<file path="src/include/fpt_cfg.svh">
// timing constants for the floating-point execution timer
// assumes a 125 MHz core clock and a 300 ns microcycle
// Functional notes
// - count time in 300 ns microcycles
// - non-register modes add memory reference time
// - other instructions take interrupts only at end
// - arithmetic samples interrupts at check points
// - abort restores accumulator and source operand to entry values
// - restart aborted instruction from its beginning
// - restore takes 6.9 us, counted in latency
// - reported arithmetic latency includes restore time
// - positive result adds 300 ns
// - non-zero result adds another 300 ns
// - rounding overflow adds 3.3 us to load/convert
// - single add/sub align 900 ns plus 1.2 us/step
// - multiply adds 600 ns per multiplier one bit in single precision
// - each normalise shift adds 1.2 us in single precision
// - equal compare adds 1.2 us
// - undefined variable trap adds 2.4 us
// - any trap adds 4.5 us
// - conversion error trap adds 24.3 us
// - underflow trap adds 9.9 us
// - rounding adds 1.2 us in single precision
// - sign cases: positive, negative, negative zero
`ifndef FPT_CFG_SVH
`define FPT_CFG_SVH

// ********************************************************
// clock and microcycle
// ********************************************************
`define CLK_NS 8
`define UCYCLE_NS 300
`define UCYC_CLKS ((`UCYCLE_NS + `CLK_NS - 1) / `CLK_NS)
`define NS2UC(t) ((t) / `UCYCLE_NS)

// ********************************************************
// data-dependent increments and restore time in ns, then check interval and counter limit in microcycles
// ********************************************************
`define T_POS_NS 300
`define T_NZ_NS 300
`define T_RNDOVF_NS 3300
`define T_ALIGN_NS 900
`define T_ALIGN_STEP_NS 1200
`define T_MULBIT_NS 600
`define T_NORM_NS 1200
`define T_CMPEQ_NS 1200
`define T_UNDEF_NS 2400
`define T_TRAP_NS 4500
`define T_CONVERR_NS 24300
`define T_UNFL_NS 9900
`define T_ROUND_NS 1200
`define T_RESTORE_NS 6900
`define CHK_UC_DEF 87
`define UC_MAX 12'hfff

`endif

</file>
<file path="src/include/fpt_pkg.sv">
// types shared by the floating-point execution timer
// assumes fpt_cfg.svh for the numbers
`default_nettype none
package fpt_pkg;
    typedef enum logic [3:0] {
        OP_LOAD, OP_CONV, OP_CMP, OP_ADD, OP_SUB, OP_MUL, OP_DIV, OP_MOD, OP_OTHER
    } op_class_e;
    typedef enum logic [1:0] {SG_NA, SG_POS, SG_NEG_NZ, SG_NEG_ZERO} sign_case_e;
    typedef enum logic [3:0] {
        ST_IDLE = 4'b0001, ST_EXEC = 4'b0010, ST_RESTORE = 4'b0100, ST_WAIT = 4'b1000
    } seq_state_e;
    typedef logic [11:0] uc_t;
    typedef logic [15:0] word_t;
    typedef struct packed {
        op_class_e op;
        logic dbl;
        logic [2:0] mode;
        logic [7:0] mem_uc;
        uc_t base_uc;
        sign_case_e sign;
        logic undef_flag;
        logic round_ovf;
        logic rounding;
        logic [7:0] exp_diff;
        word_t src;
        logic [5:0] shifts;
        logic cmp_equal;
        logic trap_any;
        logic trap_conv;
        logic trap_unfl;
    } op_info_s;
endpackage
`default_nettype wire

</file>
<file path="src/include/ucycle_if.sv">
// microcycle strobe between the sequencer and its timer
// assumes both ends run on the same clock
`default_nettype none
interface ucycle_if;
    logic run;
    logic tick;
    modport tmr (input run, output tick);
    modport seq (output run, input tick);
endinterface
`default_nettype wire

</file>
<file path="src/logic/fp_exec_timer.sv">
// floating-point execution timer with interrupt abort and restart
// assumes decode supplies base microcycles and data attributes,
// and the interrupt logic shares this clock
`include "fpt_cfg.svh"
`default_nettype none
module fp_exec_timer
    import fpt_pkg::*;
#(
    parameter int unsigned CHK_UC = `CHK_UC_DEF,
    parameter int unsigned DIV = `UCYC_CLKS
) (
    input wire logic clk,
    input wire logic rst_n,
    input wire logic start,
    input wire fpt_pkg::op_class_e op_class,
    input wire logic dbl,
    input wire logic [2:0] addr_mode,
    input wire logic [7:0] mem_uc,
    input wire fpt_pkg::uc_t base_uc,
    input wire fpt_pkg::sign_case_e sign_case,
    input wire logic undefined_variable_trap_flag,
    input wire logic round_ovf,
    input wire logic rounding,
    input wire logic [7:0] exp_diff,
    input wire fpt_pkg::word_t fp_source_operand,
    input wire fpt_pkg::word_t fp_accumulator_operand,
    input wire logic [5:0] norm_shifts,
    input wire logic cmp_equal,
    input wire logic trap_any,
    input wire logic trap_conv,
    input wire logic trap_underflow,
    input wire logic irq_req,
    input wire logic svc_done,
    output logic busy,
    output logic done,
    output logic aborted,
    output logic restored,
    output logic restart,
    output logic irq_ack,
    output fpt_pkg::word_t restore_acc,
    output fpt_pkg::word_t restore_src,
    output fpt_pkg::uc_t total_uc,
    output fpt_pkg::uc_t lat_uc
);
    import fpt_pkg::*;

    // ********************************************************
    // constants and checks
    // ********************************************************
    localparam uc_t CHK = uc_t'(CHK_UC);
    localparam uc_t RESTORE_UC = uc_t'(`NS2UC(`T_RESTORE_NS));
    localparam int RST_CLKS = `NS2UC(`T_RESTORE_NS) * DIV;

    if (CHK_UC < 1 || CHK_UC > 4000 || DIV < 1) begin : g_chk
        $error("fp_exec_timer: CHK_UC or DIV out of range");
    end

    // ********************************************************
    // state
    // ********************************************************
    typedef struct packed {
        seq_state_e st;
        logic arith;
        uc_t uc_left;
        uc_t chk_left;
        uc_t total;
        uc_t lat;
        word_t acc_save;
        word_t src_save;
        logic done;
        logic aborted;
        logic restored;
        logic restart;
        logic irq_ack;
    } seq_s;

    localparam seq_s SEQ_RST = '{st: ST_IDLE, default: '0};

    seq_s s_ff;
    seq_s nxt_s;
    op_info_s oi;
    ucycle_if tif ();

    ucycle_timer #(
        .DIV(DIV)
    ) u_tmr (
        .clk(clk),
        .rst_n(rst_n),
        .tif(tif)
    );

    // ********************************************************
    // functions
    // ********************************************************

    // instructions that may be interrupted part way
    function automatic logic is_arith(op_class_e op);
        return op inside {OP_ADD, OP_SUB, OP_MUL, OP_DIV, OP_MOD};
    endfunction

    // whole instruction length in microcycles
    function automatic uc_t calc_uc(op_info_s o);
        logic [15:0] t;
        t = 16'(o.base_uc);
        if (o.mode != 3'h0) begin
            t = t + 16'(o.mem_uc);
        end
        // three sign cases; negative zero adds only via trap
        case (o.sign)
            SG_POS: t = t + 16'(`NS2UC(`T_POS_NS)) + 16'(`NS2UC(`T_NZ_NS));
            SG_NEG_NZ: t = t + 16'(`NS2UC(`T_NZ_NS));
            SG_NEG_ZERO: begin
                if (o.undef_flag) begin
                    t = t + 16'(`NS2UC(`T_UNDEF_NS));
                end
            end
            default: ;
        endcase
        if (o.round_ovf && (o.op == OP_LOAD || o.op == OP_CONV)) begin
            t = t + 16'(`NS2UC(`T_RNDOVF_NS));
        end
        // single precision increments
        if (!o.dbl) begin
            if (o.op == OP_ADD || o.op == OP_SUB) begin
                t = t + 16'(`NS2UC(`T_ALIGN_NS));
                t = t + 16'(`NS2UC(`T_ALIGN_STEP_NS)) * 16'(o.exp_diff);
            end
            if (o.op == OP_MUL) begin
                for (int i = 0; i < 16; i++) begin
                    if (o.src[i]) begin
                        t = t + 16'(`NS2UC(`T_MULBIT_NS));
                    end
                end
            end
            t = t + 16'(`NS2UC(`T_NORM_NS)) * 16'(o.shifts);
            if (o.rounding) begin
                t = t + 16'(`NS2UC(`T_ROUND_NS));
            end
        end
        if (o.op == OP_CMP && o.cmp_equal) begin
            t = t + 16'(`NS2UC(`T_CMPEQ_NS));
        end
        if (o.trap_any) begin
            t = t + 16'(`NS2UC(`T_TRAP_NS));
        end
        if (o.op == OP_CONV && o.trap_conv) begin
            t = t + 16'(`NS2UC(`T_CONVERR_NS));
        end
        if (is_arith(o.op) && o.trap_unfl) begin
            t = t + 16'(`NS2UC(`T_UNFL_NS));
        end
        // never zero, saturate at the counter range
        if (t == 16'h0000) begin
            t = 16'h0001;
        end
        if (t > 16'(`UC_MAX)) begin
            t = 16'(`UC_MAX);
        end
        return t[11:0];
    endfunction

    // ********************************************************
    // operand bundle
    // ********************************************************
    always_comb begin
        oi.op = op_class;
        oi.dbl = dbl;
        oi.mode = addr_mode;
        oi.mem_uc = mem_uc;
        oi.base_uc = base_uc;
        oi.sign = sign_case;
        oi.undef_flag = undefined_variable_trap_flag;
        oi.round_ovf = round_ovf;
        oi.rounding = rounding;
        oi.exp_diff = exp_diff;
        oi.src = fp_source_operand;
        oi.shifts = norm_shifts;
        oi.cmp_equal = cmp_equal;
        oi.trap_any = trap_any;
        oi.trap_conv = trap_conv;
        oi.trap_unfl = trap_underflow;
    end

    // ********************************************************
    // sequencer
    // ********************************************************

    // timer runs while executing or restoring
    assign tif.run = (s_ff.st == ST_EXEC) || (s_ff.st == ST_RESTORE);

    // next state: one process for the whole sequencer
    always_comb begin
        nxt_s = s_ff;
        nxt_s.done = 1'b0;
        nxt_s.aborted = 1'b0;
        nxt_s.restored = 1'b0;
        nxt_s.restart = 1'b0;
        nxt_s.irq_ack = 1'b0;
        case (s_ff.st)
            ST_IDLE: begin
                if (start) begin
                    nxt_s.st = ST_EXEC;
                    nxt_s.arith = is_arith(op_class);
                    nxt_s.total = calc_uc(oi);
                    nxt_s.uc_left = calc_uc(oi);
                    nxt_s.chk_left = CHK;
                    nxt_s.acc_save = fp_accumulator_operand;
                    nxt_s.src_save = fp_source_operand;
                    if (is_arith(op_class)) begin
                        nxt_s.lat = CHK + RESTORE_UC;
                    end else begin
                        nxt_s.lat = calc_uc(oi);
                    end
                end
            end
            ST_EXEC: begin
                if (tif.tick) begin
                    if (s_ff.uc_left == 12'h001) begin
                        nxt_s.st = ST_IDLE;
                        nxt_s.done = 1'b1;
                        nxt_s.irq_ack = irq_req;
                    end else begin
                        nxt_s.uc_left = s_ff.uc_left - 12'h001;
                        if (s_ff.chk_left == 12'h001) begin
                            nxt_s.chk_left = CHK;
                            if (s_ff.arith && irq_req) begin
                                nxt_s.st = ST_RESTORE;
                                nxt_s.aborted = 1'b1;
                                nxt_s.uc_left = RESTORE_UC;
                            end
                        end else begin
                            nxt_s.chk_left = s_ff.chk_left - 12'h001;
                        end
                    end
                end
            end
            ST_RESTORE: begin
                if (tif.tick) begin
                    if (s_ff.uc_left == 12'h001) begin
                        nxt_s.st = ST_WAIT;
                        nxt_s.restored = 1'b1;
                        nxt_s.irq_ack = 1'b1;
                    end else begin
                        nxt_s.uc_left = s_ff.uc_left - 12'h001;
                    end
                end
            end
            ST_WAIT: begin
                if (svc_done) begin
                    nxt_s.st = ST_EXEC;
                    nxt_s.uc_left = s_ff.total;
                    nxt_s.chk_left = CHK;
                    nxt_s.restart = 1'b1;
                end
            end
            default: begin
                nxt_s = SEQ_RST;
            end
        endcase
    end

    always_ff @(posedge clk) begin
        if (!rst_n) begin
            s_ff <= SEQ_RST;
        end else begin
            s_ff <= nxt_s;
        end
    end

    // ********************************************************
    // outputs
    // ********************************************************
    assign busy = (s_ff.st != ST_IDLE);
    assign done = s_ff.done;
    assign aborted = s_ff.aborted;
    assign restored = s_ff.restored;
    assign restart = s_ff.restart;
    assign irq_ack = s_ff.irq_ack;
    assign restore_acc = s_ff.acc_save;
    assign restore_src = s_ff.src_save;
    assign total_uc = s_ff.total;
    assign lat_uc = s_ff.lat;

    // ********************************************************
    // checks
    // ********************************************************

    // helper counters seen only by the checks
    logic [15:0] rcnt_ff;
    logic [15:0] tcnt_ff;
    word_t snap_ff;
    logic load;
    assign load = (s_ff.st == ST_IDLE && start) || (s_ff.st == ST_WAIT && svc_done);

    always_ff @(posedge clk) begin
        if (!rst_n) begin
            rcnt_ff <= 16'h0000;
            tcnt_ff <= 16'h0000;
            snap_ff <= 16'h0000;
        end else begin
            rcnt_ff <= (s_ff.st == ST_RESTORE) ? rcnt_ff + 16'h0001 : 16'h0000;
            if (load) begin
                tcnt_ff <= 16'h0000;
            end else if (s_ff.st == ST_EXEC && tif.tick) begin
                tcnt_ff <= tcnt_ff + 16'h0001;
            end
            if (s_ff.st == ST_IDLE && start) begin
                snap_ff <= fp_accumulator_operand;
            end
        end
    end
endmodule
`default_nettype wire

</file>
<file path="src/logic/ucycle_timer.sv">
// microcycle divider: one tick per microcycle while run is high
// assumes a synchronous active-low reset
`include "fpt_cfg.svh"
`default_nettype none
module ucycle_timer #(
    parameter int unsigned DIV = `UCYC_CLKS
) (
    input wire logic clk,
    input wire logic rst_n,
    ucycle_if.tmr tif
);
    // ********************************************************
    // state
    // ********************************************************
    typedef struct packed {
        logic [15:0] cnt;
    } tmr_s;
    tmr_s st_ff;
    tmr_s nxt_st;
    localparam logic [15:0] LAST = 16'(DIV - 1);

    if (DIV < 1 || DIV > 65535) begin : g_chk
        $error("ucycle_timer: DIV out of range");
    end

    // strobe on the last clock of each microcycle
    assign tif.tick = tif.run && (st_ff.cnt == LAST);

    // count clocks, restart when stopped or wrapped
    always_comb begin
        nxt_st = st_ff;
        if (!tif.run || tif.tick) begin
            nxt_st.cnt = 16'h0000;
        end else begin
            nxt_st.cnt = st_ff.cnt + 16'h0001;
        end
    end

    always_ff @(posedge clk) begin
        if (!rst_n) begin
            st_ff <= '0;
        end else begin
            st_ff <= nxt_st;
        end
    end
endmodule
`default_nettype wire

</file>
<file path="config.mk">
export PLATFORM = sky130hd
export DESIGN_NAME = fp_exec_timer
export DESIGN_NICKNAME = d
export VERILOG_FILES = /design/src/include/fpt_pkg.sv /design/src/include/ucycle_if.sv /design/src/logic/fp_exec_timer.sv /design/src/logic/ucycle_timer.sv
export VERILOG_INCLUDE_DIRS = /design/src /design/src/include
export SDC_FILE = /design/constraint.sdc
export NUM_CORES = 1
export LEC_CHECK = 0
export BUFFER_PORTS_ARGS = -buffer_cell sky130_fd_sc_hd__buf_2
export CAP_MARGIN = 30
export CORE_MARGIN = 2
export CORE_UTILIZATION = 60
export CTS_CLUSTER_DIAMETER = 150
export DETAILED_ROUTE_END_ITERATION = 8
export HOLD_SLACK_MARGIN = 0.15
export PLACE_DENSITY = 0.82
export SLEW_MARGIN = 30
export SYNTH_ARGS = -nofsm -noshare
export SYNTH_HDL_FRONTEND = slang
export SYNTH_SLANG_ARGS = --single-unit
</file>
<file path="constraint.sdc">
create_clock -name clk -period 23.7 [get_ports clk]
set_input_delay 3.555 -clock clk [delete_from_list [all_inputs] [get_ports clk]]
set_output_delay 3.555 -clock clk [all_outputs]
set_load 0.02 [all_outputs]
</file>
-- Word level (Yosys, flattened, before mapping)
Index checks and enable logic that the tools add are counted.
- bits in registers: 106
- input bits: 88
- output and inout bits: 62
- word-level logic and storage cells: 417
- add/sub/neg operators: 60
- magnitude comparators: 2
- eq/ne operators: 27
- mux-type cells: 282
- bitwise operators: 6
- reduce and logical (&&, ||, !) cells: 26
- operator list (cell ; count):
    $mux W16 ; 248
    $add A16 B2 Y16 const B ; 34
    $pmux W56 S2 ; 1
    $add A16 B4 Y16 const B ; 6
    $mux W12 ; 8
    $pmux W12 S4 ; 2
    $pmux W16 S3 ; 2
    $mux W85 ; 1
    $add A16 B1 Y16 const B ; 5
    $mux W24 ; 3
    $add A16 B3 Y16 const B ; 4
    $add A16 B10 Y16 ; 2
    $add A16 B6 Y16 const B ; 2
    $add A16 B7 Y16 const B ; 2
    $add A16 B8 Y16 ; 2
    $gt A16 B12 Y1 const B ; 2
    $logic_not A16 Y1 ; 2
    $mux W4 ; 7
    $eq A12 B1 Y1 const B ; 2
    $sub A12 B1 Y12 const B ; 2
    $eq A4 B3 Y1 const B ; 5
    $eq A16 B6 Y1 const B ; 1
    $pmux W4 S4 ; 1
    $add A12 B8 Y13 ; 1
    other kinds (27) ; 58

-- Longest topological paths before layout
Gate-level depths: netlist of run 1.
- depth after elaboration: 172
- gate-level depth with buffers: 91

-- Modules after synthesis
Synthesis of run 1 repeated with hierarchy kept, for this count alone.
- cell total of the unflattened synthesis: 2092
- area total of the unflattened synthesis: 15204.6 µm²
- modules (own cells, without submodules) (module ; instances ; cells an instance ; area each (µm²)):
    fp_exec_timer ; 1 ; 2010 ; 14475.1
    ucycle_timer ; 1 ; 82 ; 729.4

-- Worst setup path before layout of run 1
No wires, ideal clock.
- kind: in2reg
- start point: in mem_uc[0]
- end point: reg s_ff, in the netlist total_uc[11]
- setup time: 0.117 ns
- arrival time: 19.458 ns
- data required time: 23.583 ns
- path slack: 4.124 ns
- stages on the path: 89
- cells stage by stage: ha_1 -> fa_1 -> o31ai_1 -> nand2_1 -> ha_1 -> mux2_2 -> o21ai_0 -> ha_1 -> nor2_1 -> and3_1 -> nand2b_1 -> inv_1 -> ha_1 -> xor2_1 -> nand2b_1 -> o21ai_0 -> ha_1 -> a22oi_1 -> (+53 left out) -> ha_1 -> nand2_1 -> nand2_1 -> o21ai_0 -> xnor2_1 -> inv_1 -> a22oi_1 -> xnor2_1 -> a21oi_1 -> nor2_1 -> and3_1 -> nand2_1 -> nor2_1 -> and3_1 -> mux2i_1 -> buf_6 -> or3_1 -> a32o_1
- word-level cells in the longest chain between the ends: 145
- elaborated cells between the ends (all ways): 147
- ends and longest elaborated chain (element ; RTL line ; source):
    start, declared ; fp_exec_timer.sv:18 ; input wire logic [7:0] mem_uc,
    $add A12 B8 Y13 (*) ; fp_exec_timer.sv:106 ; t = t + 16'(o.mem_uc);
    $mux W13 (*) ; fp_exec_timer.sv:105 ; if (o.mode != 3'h0) begin
    $mux W16 (*) ; fp_exec_timer.sv:201 ; if (start) begin
    $mux W16 (*) ; fp_exec_timer.sv:199 ; case (s_ff.st)
    $add A16 B1 Y16 / $add A16 B4 Y16 (equally long branches) ; fp_exec_timer.sv:110, fp_exec_timer.sv:111, fp_exec_timer.sv:114 ;
    $add A16 B1 Y16 / $mux W16 (equally long branches) ; fp_exec_timer.sv:110, fp_exec_timer.sv:113 ;
    $pmux W16 S3 (*) ; fp_exec_timer.sv:109 ; case (o.sign)
    $mux W16 (*) ; fp_exec_timer.sv:201 ;
    (+129 left out) ; - ;
    $logic_not A16 Y1 ; fp_exec_timer.sv:153 ; if (t == 16'h0000) begin
    $mux W16 (*) ; fp_exec_timer.sv:153 ;
    $mux W16 (*) ; fp_exec_timer.sv:201 ;
    $mux W16 (*) ; fp_exec_timer.sv:199 ;
    $gt A16 B12 Y1 ; fp_exec_timer.sv:156 ; if (t > 16'(`UC_MAX)) begin
    $mux W12 (*) ; fp_exec_timer.sv:156 ;
    $mux W85 (*) ; fp_exec_timer.sv:201 ;
    $pmux W56 S2 (*) ; fp_exec_timer.sv:199 ;
    end signal, assigned ; fp_exec_timer.sv:266 ; s_ff <= nxt_s;
    end, declared ; fp_exec_timer.sv:79 ; seq_s s_ff;
Mark *: on every way between the ends. The rest lies on a longest branch, timed or not. The select of a mux whose other input is x is not followed.
A chain may end at the register's enable or synchronous reset.

-- Final worst setup path of run 1
- start point: in mem_uc[0]
- end point: reg s_ff, in the netlist total_uc[0]
The elaborated chain is that of the path after synthesis.

==> results of run 1 <==
## cells in the final DEF, fill, tap and decap left out, types with 23 or more instances in the layout
master / instances
nand2_1: 234
nor2b_1: 25
ha_1: 56
xor2_1: 84
dfxtp_1: 106
a31oi_1: 25
nand3_1: 98
xnor2_1: 119
mux2i_1: 25
nor2_1: 170
nor3_1: 69
a21oi_1: 141
and3_1: 32
o211ai_1: 24
o21ai_0: 83
buf_2: 149
nand2b_1: 29
or3_1: 23
inv_1: 43
## critical path, delay by kind of cell
family	cells	cell delay [ns]
and+or+nand+nor	27	4.08
adders and majority gates	25	7.62
AOI/OAI and AO/OA	20	3.60
buffers and inverters	5	0.39
xor gates and xnor gates	4	0.94
muxes	6	1.43
## cell type report
cell class | instances | area, sq um | area share (%)
clock inverters | 6 | 53.8 | 0.349
well taps | 324 | 405 | 2.63
flip-flops and latches | 106 | 2120 | 13.8
clock buffers | 10 | 239 | 1.55
multi-input cells | 1726 | 11600 | 75.3
inverters | 49 | 186 | 1.21
repair buffers | 157 | 806 | 5.23
## stage by stage
| step | hold slack (ns) | instance area (sq um) | instances | utilization [%] |
|---|---|---|---|---|
| finish | 0.448 | 15400 | 2378 | 63.7 |
| global route | 0.464 | 15400 | 2378 | 63.7 |
| CTS | 0.450 | 15400 | 2378 | 63.7 |
| detailed placement | 0.441 | 15100 | 2362 | 62.5 |
| global placement | 0.435 | 15100 | 2362 | 62.5 |
| floorplan | 0.426 | 14700 | 2023 | - |
## cells by family (layout without fill, tap and decap cells)
kind of cell | after synthesis | count (layout)
muxes | 44 | 44
AOI/OAI and AO/OA | 534 | 534
adders and majority gates | 62 | 62
and+or+nand+nor | 858 | 858
DFF | 106 | 106
xor gates and xnor gates | 228 | 228
buffers and inverters | 191 | 222
## report_power, final
part / total, mW / switching [mW] / internal (mW)
logic: 1.53 / 0.946 / 0.582
clock network: 0.143 / 0.0681 / 0.0752
registers: 0.253 / 0.0344 / 0.219
total: 1.92 / 1.05 / 0.876
## registers in the layout (all words and copies together), names as in the netlist
name	count
u_tmr.st_ff	16
irq_ack	1
lat_uc	12
total_uc	12
aborted	1
done	1
s_ff	29
restart	1
restore_src	16
restore_acc	16
restored	1
## per-layer routing
metal,up-vias,part of all wire (%),global-route usage (%)
met5,-,0,0
met4,0,2.4,9.09
met3,88,6.8,2.94
met2,590,46,50.7
met1,7055,45,40.4
li1,7394,-,-
## how the worst max path moves through the flow
stage | start | endpoint | cells after the start
2_1_floorplan | mem_uc[0] | total_uc[11]$_SDFFE_PN0P_ | 89
3_3_place_gp | mem_uc[0] | s_ff[73]$_SDFFE_PN0P_ | 87
3_5_place_dp | mem_uc[0] | total_uc[0]$_SDFFE_PN0P_ | 83
4_1_cts | mem_uc[0] | total_uc[0]$_SDFFE_PN0P_ | 87
5_1_grt | mem_uc[0] | total_uc[0]$_SDFFE_PN0P_ | 87
6_report | mem_uc[0] | total_uc[0]$_SDFFE_PN0P_ | 87
==> summary.txt, run 1 <==
Logic synthesis
  – Post-synth top flop: dfxtp_1
  – Post-Synth Adder-Cell Area: 5.33%
  – Post-Syn Area: 0.0147 sq mm
  – Main combinational cell family by area after synthesis: simple AND/OR/NAND/NOR gates
  – Synth area leaders: dfxtp_1 14%, xnor2_1 7.1%, nand2_1 6.0%
  – Share of synthesized flip-flops with an asynchronous set or reset: 0%
  – Commonest cells post-synth: 234 x nand2_1, 171 x nor2_1, 142 x a21oi_1
  – Mux contribution to synthesized area: 3.42%
  – Seq/Total Area, Yosys: between 10% and 20%
  – Synth Area in XOR/XNOR: 15.3%
  – Mapped Cells: approximately 2000
  – Compound-Gate Fraction of Synth Area: around 25%
  – Yosys reg bits: 106
  – Top cell type's share of synthesized area: 14.5%
  – Biggest area consumer among synthesized cells: dfxtp_1
  – Syn Area/Cell: between 7 and 8 sq um
  – Synth Area in Simple Gates: around 30%
  – Post-synth net total: roughly 2200
  – EDFF count, synth: 0
  – Count leader, synth: nand2_1
  – Synth Warn #: 0
  – Distinct cells, synth: about 110

Routing
  – Pre-Repair DR Iteration Count: 6
  – Wire per inst: approximately 17 um
  – Via Count: between 15000 and 20000
  – Antenna Nets Post-Route: 0
  – Routed vias/inst: 6.36
  – DR iter-0 viols: between 1000 and 1500
  – Routed WL: 40200 um
  – Remaining DRCs: 0

Setup path
  – Critical Path Start Type: input pin
  – Slowest CP cell: or3b_2
  – Critical path data arrival time: ~22 ns
  – Flop-to-flop setup slack: between 20 and 25 ns
  – CP Max Fanout: 8
  – Critical R2R Launch: u_tmr.st_ff[2]$_SDFF_PP0_
  – CP dominant cell by count: ha_1
  – Setup crit end kind: register
  – Crit-path max cell delay: approximately 0.6 ns
  – Reg2reg end: lat_uc[8]$_SDFFE_PN0P_
  – Crit Path Class: in2reg
  – Reg2reg path depth: 8
  – Crit path required time: around 24 ns

STA
  – Pins Over Slew Limit: 0
  – Min Tclk post-route: ~21 ns
  – Fin crit share: around nine tenths
  – Final Hold Viols: 0
  – RSZ-0062 raised after global routing: false
  – Worst slew margin: 36.3%
  – Finish-stage setup viols: 0
  – Worst-Margin Slew: 0.954 ns
  – Final Worst Setup Slack: around 2.3 ns
  – Highest clock rate: around 47 MHz
  – Setup_tns: 0 ns
  – Clock Skews: around 0.012 ns

Power and ir drop
  – Cell Pwr Density: between 100 and 150 mW/mm^2
  – Tot Pwr: slightly below 2 mW
  – Leak: around 6.0 nW
  – VDD IR max: 0.0000900 V

Placement
  – Post-Place Worst Slack: roughly 2.2 ns
  – Placer Congestion: approximately 1.0
  – Final HPWL DP: ~32000 um
  – Port Buffer Count: ~150

Worst hold path
  – Endpoint, Worst Hold: restore_acc[11]$_SDFFE_PN0P_
  – Min-delay src: restore_acc[11]$_SDFFE_PN0P_
  – Cell depth of the worst min-delay path: 2
  – Min-delay worst type: reg2reg

Global route
  – Overflow after GRT: 0
  – Vias in the first global route: approximately 14000
  – Largest net degree at the start of global routing: 54
  – Global Route Usage Sum: 30.0%
  – Antenna violations before repair: 0
  – First-pass GRT wire length: approximately 66000 um

CTS
  – Resize count post-CTS: 0
  – CTS tree: yes
  – Worst-Skew Late Latency: around 0.35 ns
  – Htree depth: 3
  – Post-CTS setup buffers: 0
  – CTS Sinks: 106
  – Post-cts hold buffer count: 0
  – Total CTS buffers: 9
  – Clock root buffer: clkbuf_16
  – Max Root-Sink Buffers: 2
  – Clk slew on worst S/H paths: ~0.07 ns

Run
  – # Max-Cap Violations: 0

Floorplanning
  – Core Area: ~0.024 sq mm
  – Y dimension of the die: between 150 and 200 um
  – I/O pin cnt: 150
  – Cell Rows: between 50 and 60
  – Die W: approximately 160 um
  – Die ar.: 0.0257 sq mm
  – Initial Util: 60.6%

Layout
  – Layout cells sized above 1: about 14%
  – Number of fill cells in the layout: between 2000 and 2500
  – # diodes: 0
  – Area Overhead vs Synth: 5.15%
  – Layout Nets: ~2200

Outcome
  – Status: finished clean
Power figures use the tool's default switching activity.
==> inputs of run 2 (changes only) <==
--- a/config.mk
+++ b/config.mk
@@ -6,14 +6,13 @@
 export SDC_FILE = /design/constraint.sdc
 export NUM_CORES = 1
 export LEC_CHECK = 0
-export BUFFER_PORTS_ARGS = -buffer_cell sky130_fd_sc_hd__buf_2
 export CAP_MARGIN = 30
-export CORE_MARGIN = 2
-export CORE_UTILIZATION = 60
+export CORE_UTILIZATION = 33
 export CTS_CLUSTER_DIAMETER = 150
 export DETAILED_ROUTE_END_ITERATION = 8
+export DONT_BUFFER_PORTS = 1
 export HOLD_SLACK_MARGIN = 0.15
-export PLACE_DENSITY = 0.82
+export PLACE_DENSITY = 0.48
 export SLEW_MARGIN = 30
 export SYNTH_ARGS = -nofsm -noshare
 export SYNTH_HDL_FRONTEND = slang
==> run 2 against run 1 <==
Clock power is 4% higher. Via count is 7.7% lower. Sequential share of layout area is 0.37 points higher. Final cell count is 4.9% higher. Core utilization is 29 points lower. Register-to-register slack worse by 0.37 ns. Critical path type unchanged. Critical endpoint unchanged.
==> summary.txt, run 2 (synthesis gave the netlist of run 1 again) <==
Power and ir drop
  – Tot Pwr: 1.88 mW
  – Cell Pwr Density: 126 mW/mm^2
  – VDD IR max: 0.0000509 V
  – Leak: approximately 5.3 nW

CTS
  – Clk slew on worst S/H paths: roughly 0.070 ns
  – Post-cts hold buffer count: 0
  – Resize count post-CTS: 0
  – Total CTS buffers: 9
  – Htree depth: 3
  – Clock root buffer: clkbuf_16
  – Max Root-Sink Buffers: 2
  – Post-CTS setup buffers: 0
  – CTS Sinks: 106
  – CTS tree: yes
  – Worst-Skew Late Latency: 0.37 ns

Global route
  – GR peak layer: met2
  – Met2 Use GR: about a third
  – Largest net degree at the start of global routing: 54
  – Overflow after GRT: 0
  – Grt met3 use: 2.04%
  – Global Route Usage Sum: between 10% and 20%
  – Antenna violations before repair: 1
  – First-pass GRT wire length: a little under 70000 um
  – Vias in the first global route: about 13000
  – Met1 GRT Util: roughly a quarter

Floorplanning
  – I/O pin cnt: 150
  – Core Area: about 0.043 sq mm
  – Die W: 213 um
  – Die ar.: about 0.045 sq mm
  – Y dimension of the die: ~210 um
  – Initial Util: approximately a third
  – Cell Rows: 76

Routing
  – Routed vias/inst: around 5.6
  – Via Count: 14000
  – Pre-Repair DR Iteration Count: 5
  – Remaining DRCs: 0
  – DR iter-0 viols: just over 900
  – Antenna Nets Post-Route: 0
  – Routed WL: about 43000 um
  – Wire per inst: 17.2 um

Setup path
  – Setup crit end kind: register
  – Crit Path Class: in2reg
  – CP dominant cell by count: ha_1
  – Crit path required time: between 20 and 25 ns
  – Crit-path leading delay family: adder cells
  – WP buf/inv: 4
  – Critical Path Start Type: input pin
  – Slowest CP cell: or3b_2
  – Crit-path max cell delay: slightly above 0.6 ns
  – Critical path data arrival time: about 21 ns
  – CP Max Fanout: 8

STA
  – Pins Over Slew Limit: 0
  – Min Tclk post-route: between 20 and 25 ns
  – Setup_tns: 0 ns
  – Final Hold Viols: 0
  – Highest clock rate: 47.5 MHz
  – Fin crit share: 88.8%
  – RSZ-0062 raised after global routing: false
  – Clock Skews: around 0.0087 ns
  – Finish-stage setup viols: 0
  – Hold slack: 0.493 ns
  – Worst-Margin Slew: 0.959 ns
  – Worst slew margin: about a third

Placement
  – Placer Congestion: 0.861
  – Port Buffer Count: 0
  – Cells after DPL: around 2500
  – Final HPWL DP: around 34000 um

Run
  – # Max-Cap Violations: 0

Layout
  – Commonest non-fill, non-tap cells in the layout: 234 x nand2_1, 170 x nor2_1, 142 x a21oi_1, 119 x xnor2_1, 106 x dfxtp_1
  – Cell Count, Final, Fillers Out: 2494
  – Post-layout util: 34.5%
  – Commonest non-fill, non-tap cell in the layout: nand2_1
  – Largest register by flop count: s_ff
  – Layout Nets: 2050
  – Number of fill cells in the layout: 4696
  – Layout cells sized above 1: roughly 7.5%
  – Register area: 0.00212 sq mm
  – # diodes: 0
  – Footprint of the multi-input gates: about 0.012 sq mm
  – Max FFs per register: 29
  – Area Overhead vs Synth: 2.43%

Outcome
  – Status: finished clean

Worst hold path
  – Min-delay worst type: reg2reg
==> run 2: cell types whose count changed in the layout (fill, tap and decap cells not counted), sizes merged <==
cell      delta
inv          +3
buf        -145
clkinvlp     -2
clkbuf       -1
==> run 2: worst register-to-register path, cell delays in order (launching register included) <==
cell     delay (ns)
dfxtp_1        0.50
nor4b_2        0.09
buf_4          0.28
inv_1          0.35
o22ai_1        0.25
a21o_1         0.38
nor2_2         0.65
nand2_1        0.57
or2_2          0.52
o21ai_0        0.16
==> run 2: per-layer routing <==
layer | vias to the layer above | routed length, um
met4 | 2 | 658
met2 | 185 | 21200
met1 | 6634 | 20000
met3 | 35 | 1150
met5 | - | 13
li1 | 7100 | -
==> run 2: final cells by class <==
type,count,area share (%)
Multi-Input combinational cell,1726,77.2
Clock buffer,9,1.50
Timing Repair Buffer,12,0.600
Inverter,49,1.24
Sequential cell,106,14.1
Tap cell,585,4.88
Clock inverter,7,0.409
==> run 2: final timing paths <==
check / startpoint / endpoint / slack (ns) / cells after the start
hold / removal: s_ff[67]$_SDFFE_PN0P_ / s_ff[67]$_SDFFE_PN0P_ / 0.49 / 2
setup / recovery: mem_uc[0] / total_uc[0]$_SDFFE_PN0P_ / 2.65 / 86
hold reg to reg: s_ff[67]$_SDFFE_PN0P_ / s_ff[67]$_SDFFE_PN0P_ / 0.49 / 2
setup reg to reg: s_ff[87]$_SDFFE_PN0P_ / lat_uc[7]$_SDFFE_PN0P_ / 19.91 / 9
==> run 2: power by group <==
group | switching [mW] | total, mW | internal, mW
registers | 0.0697 | 0.288 | 0.219
clock network | 0.0754 | 0.149 | 0.0732
logic | 0.885 | 1.45 | 0.562
==> run 2: stage by stage <==
| step | worst slack [ns] | instance area [sq um] |
|---|---|---|
| final | 2.65 | 15000 |
| after floorplan | 4.12 | 14700 |
| after global routing | 1.21 | 15000 |
| after detailed placement | 2.36 | 14700 |
| after global placement | 2.83 | 14700 |
| after CTS | 2.64 | 15000 |
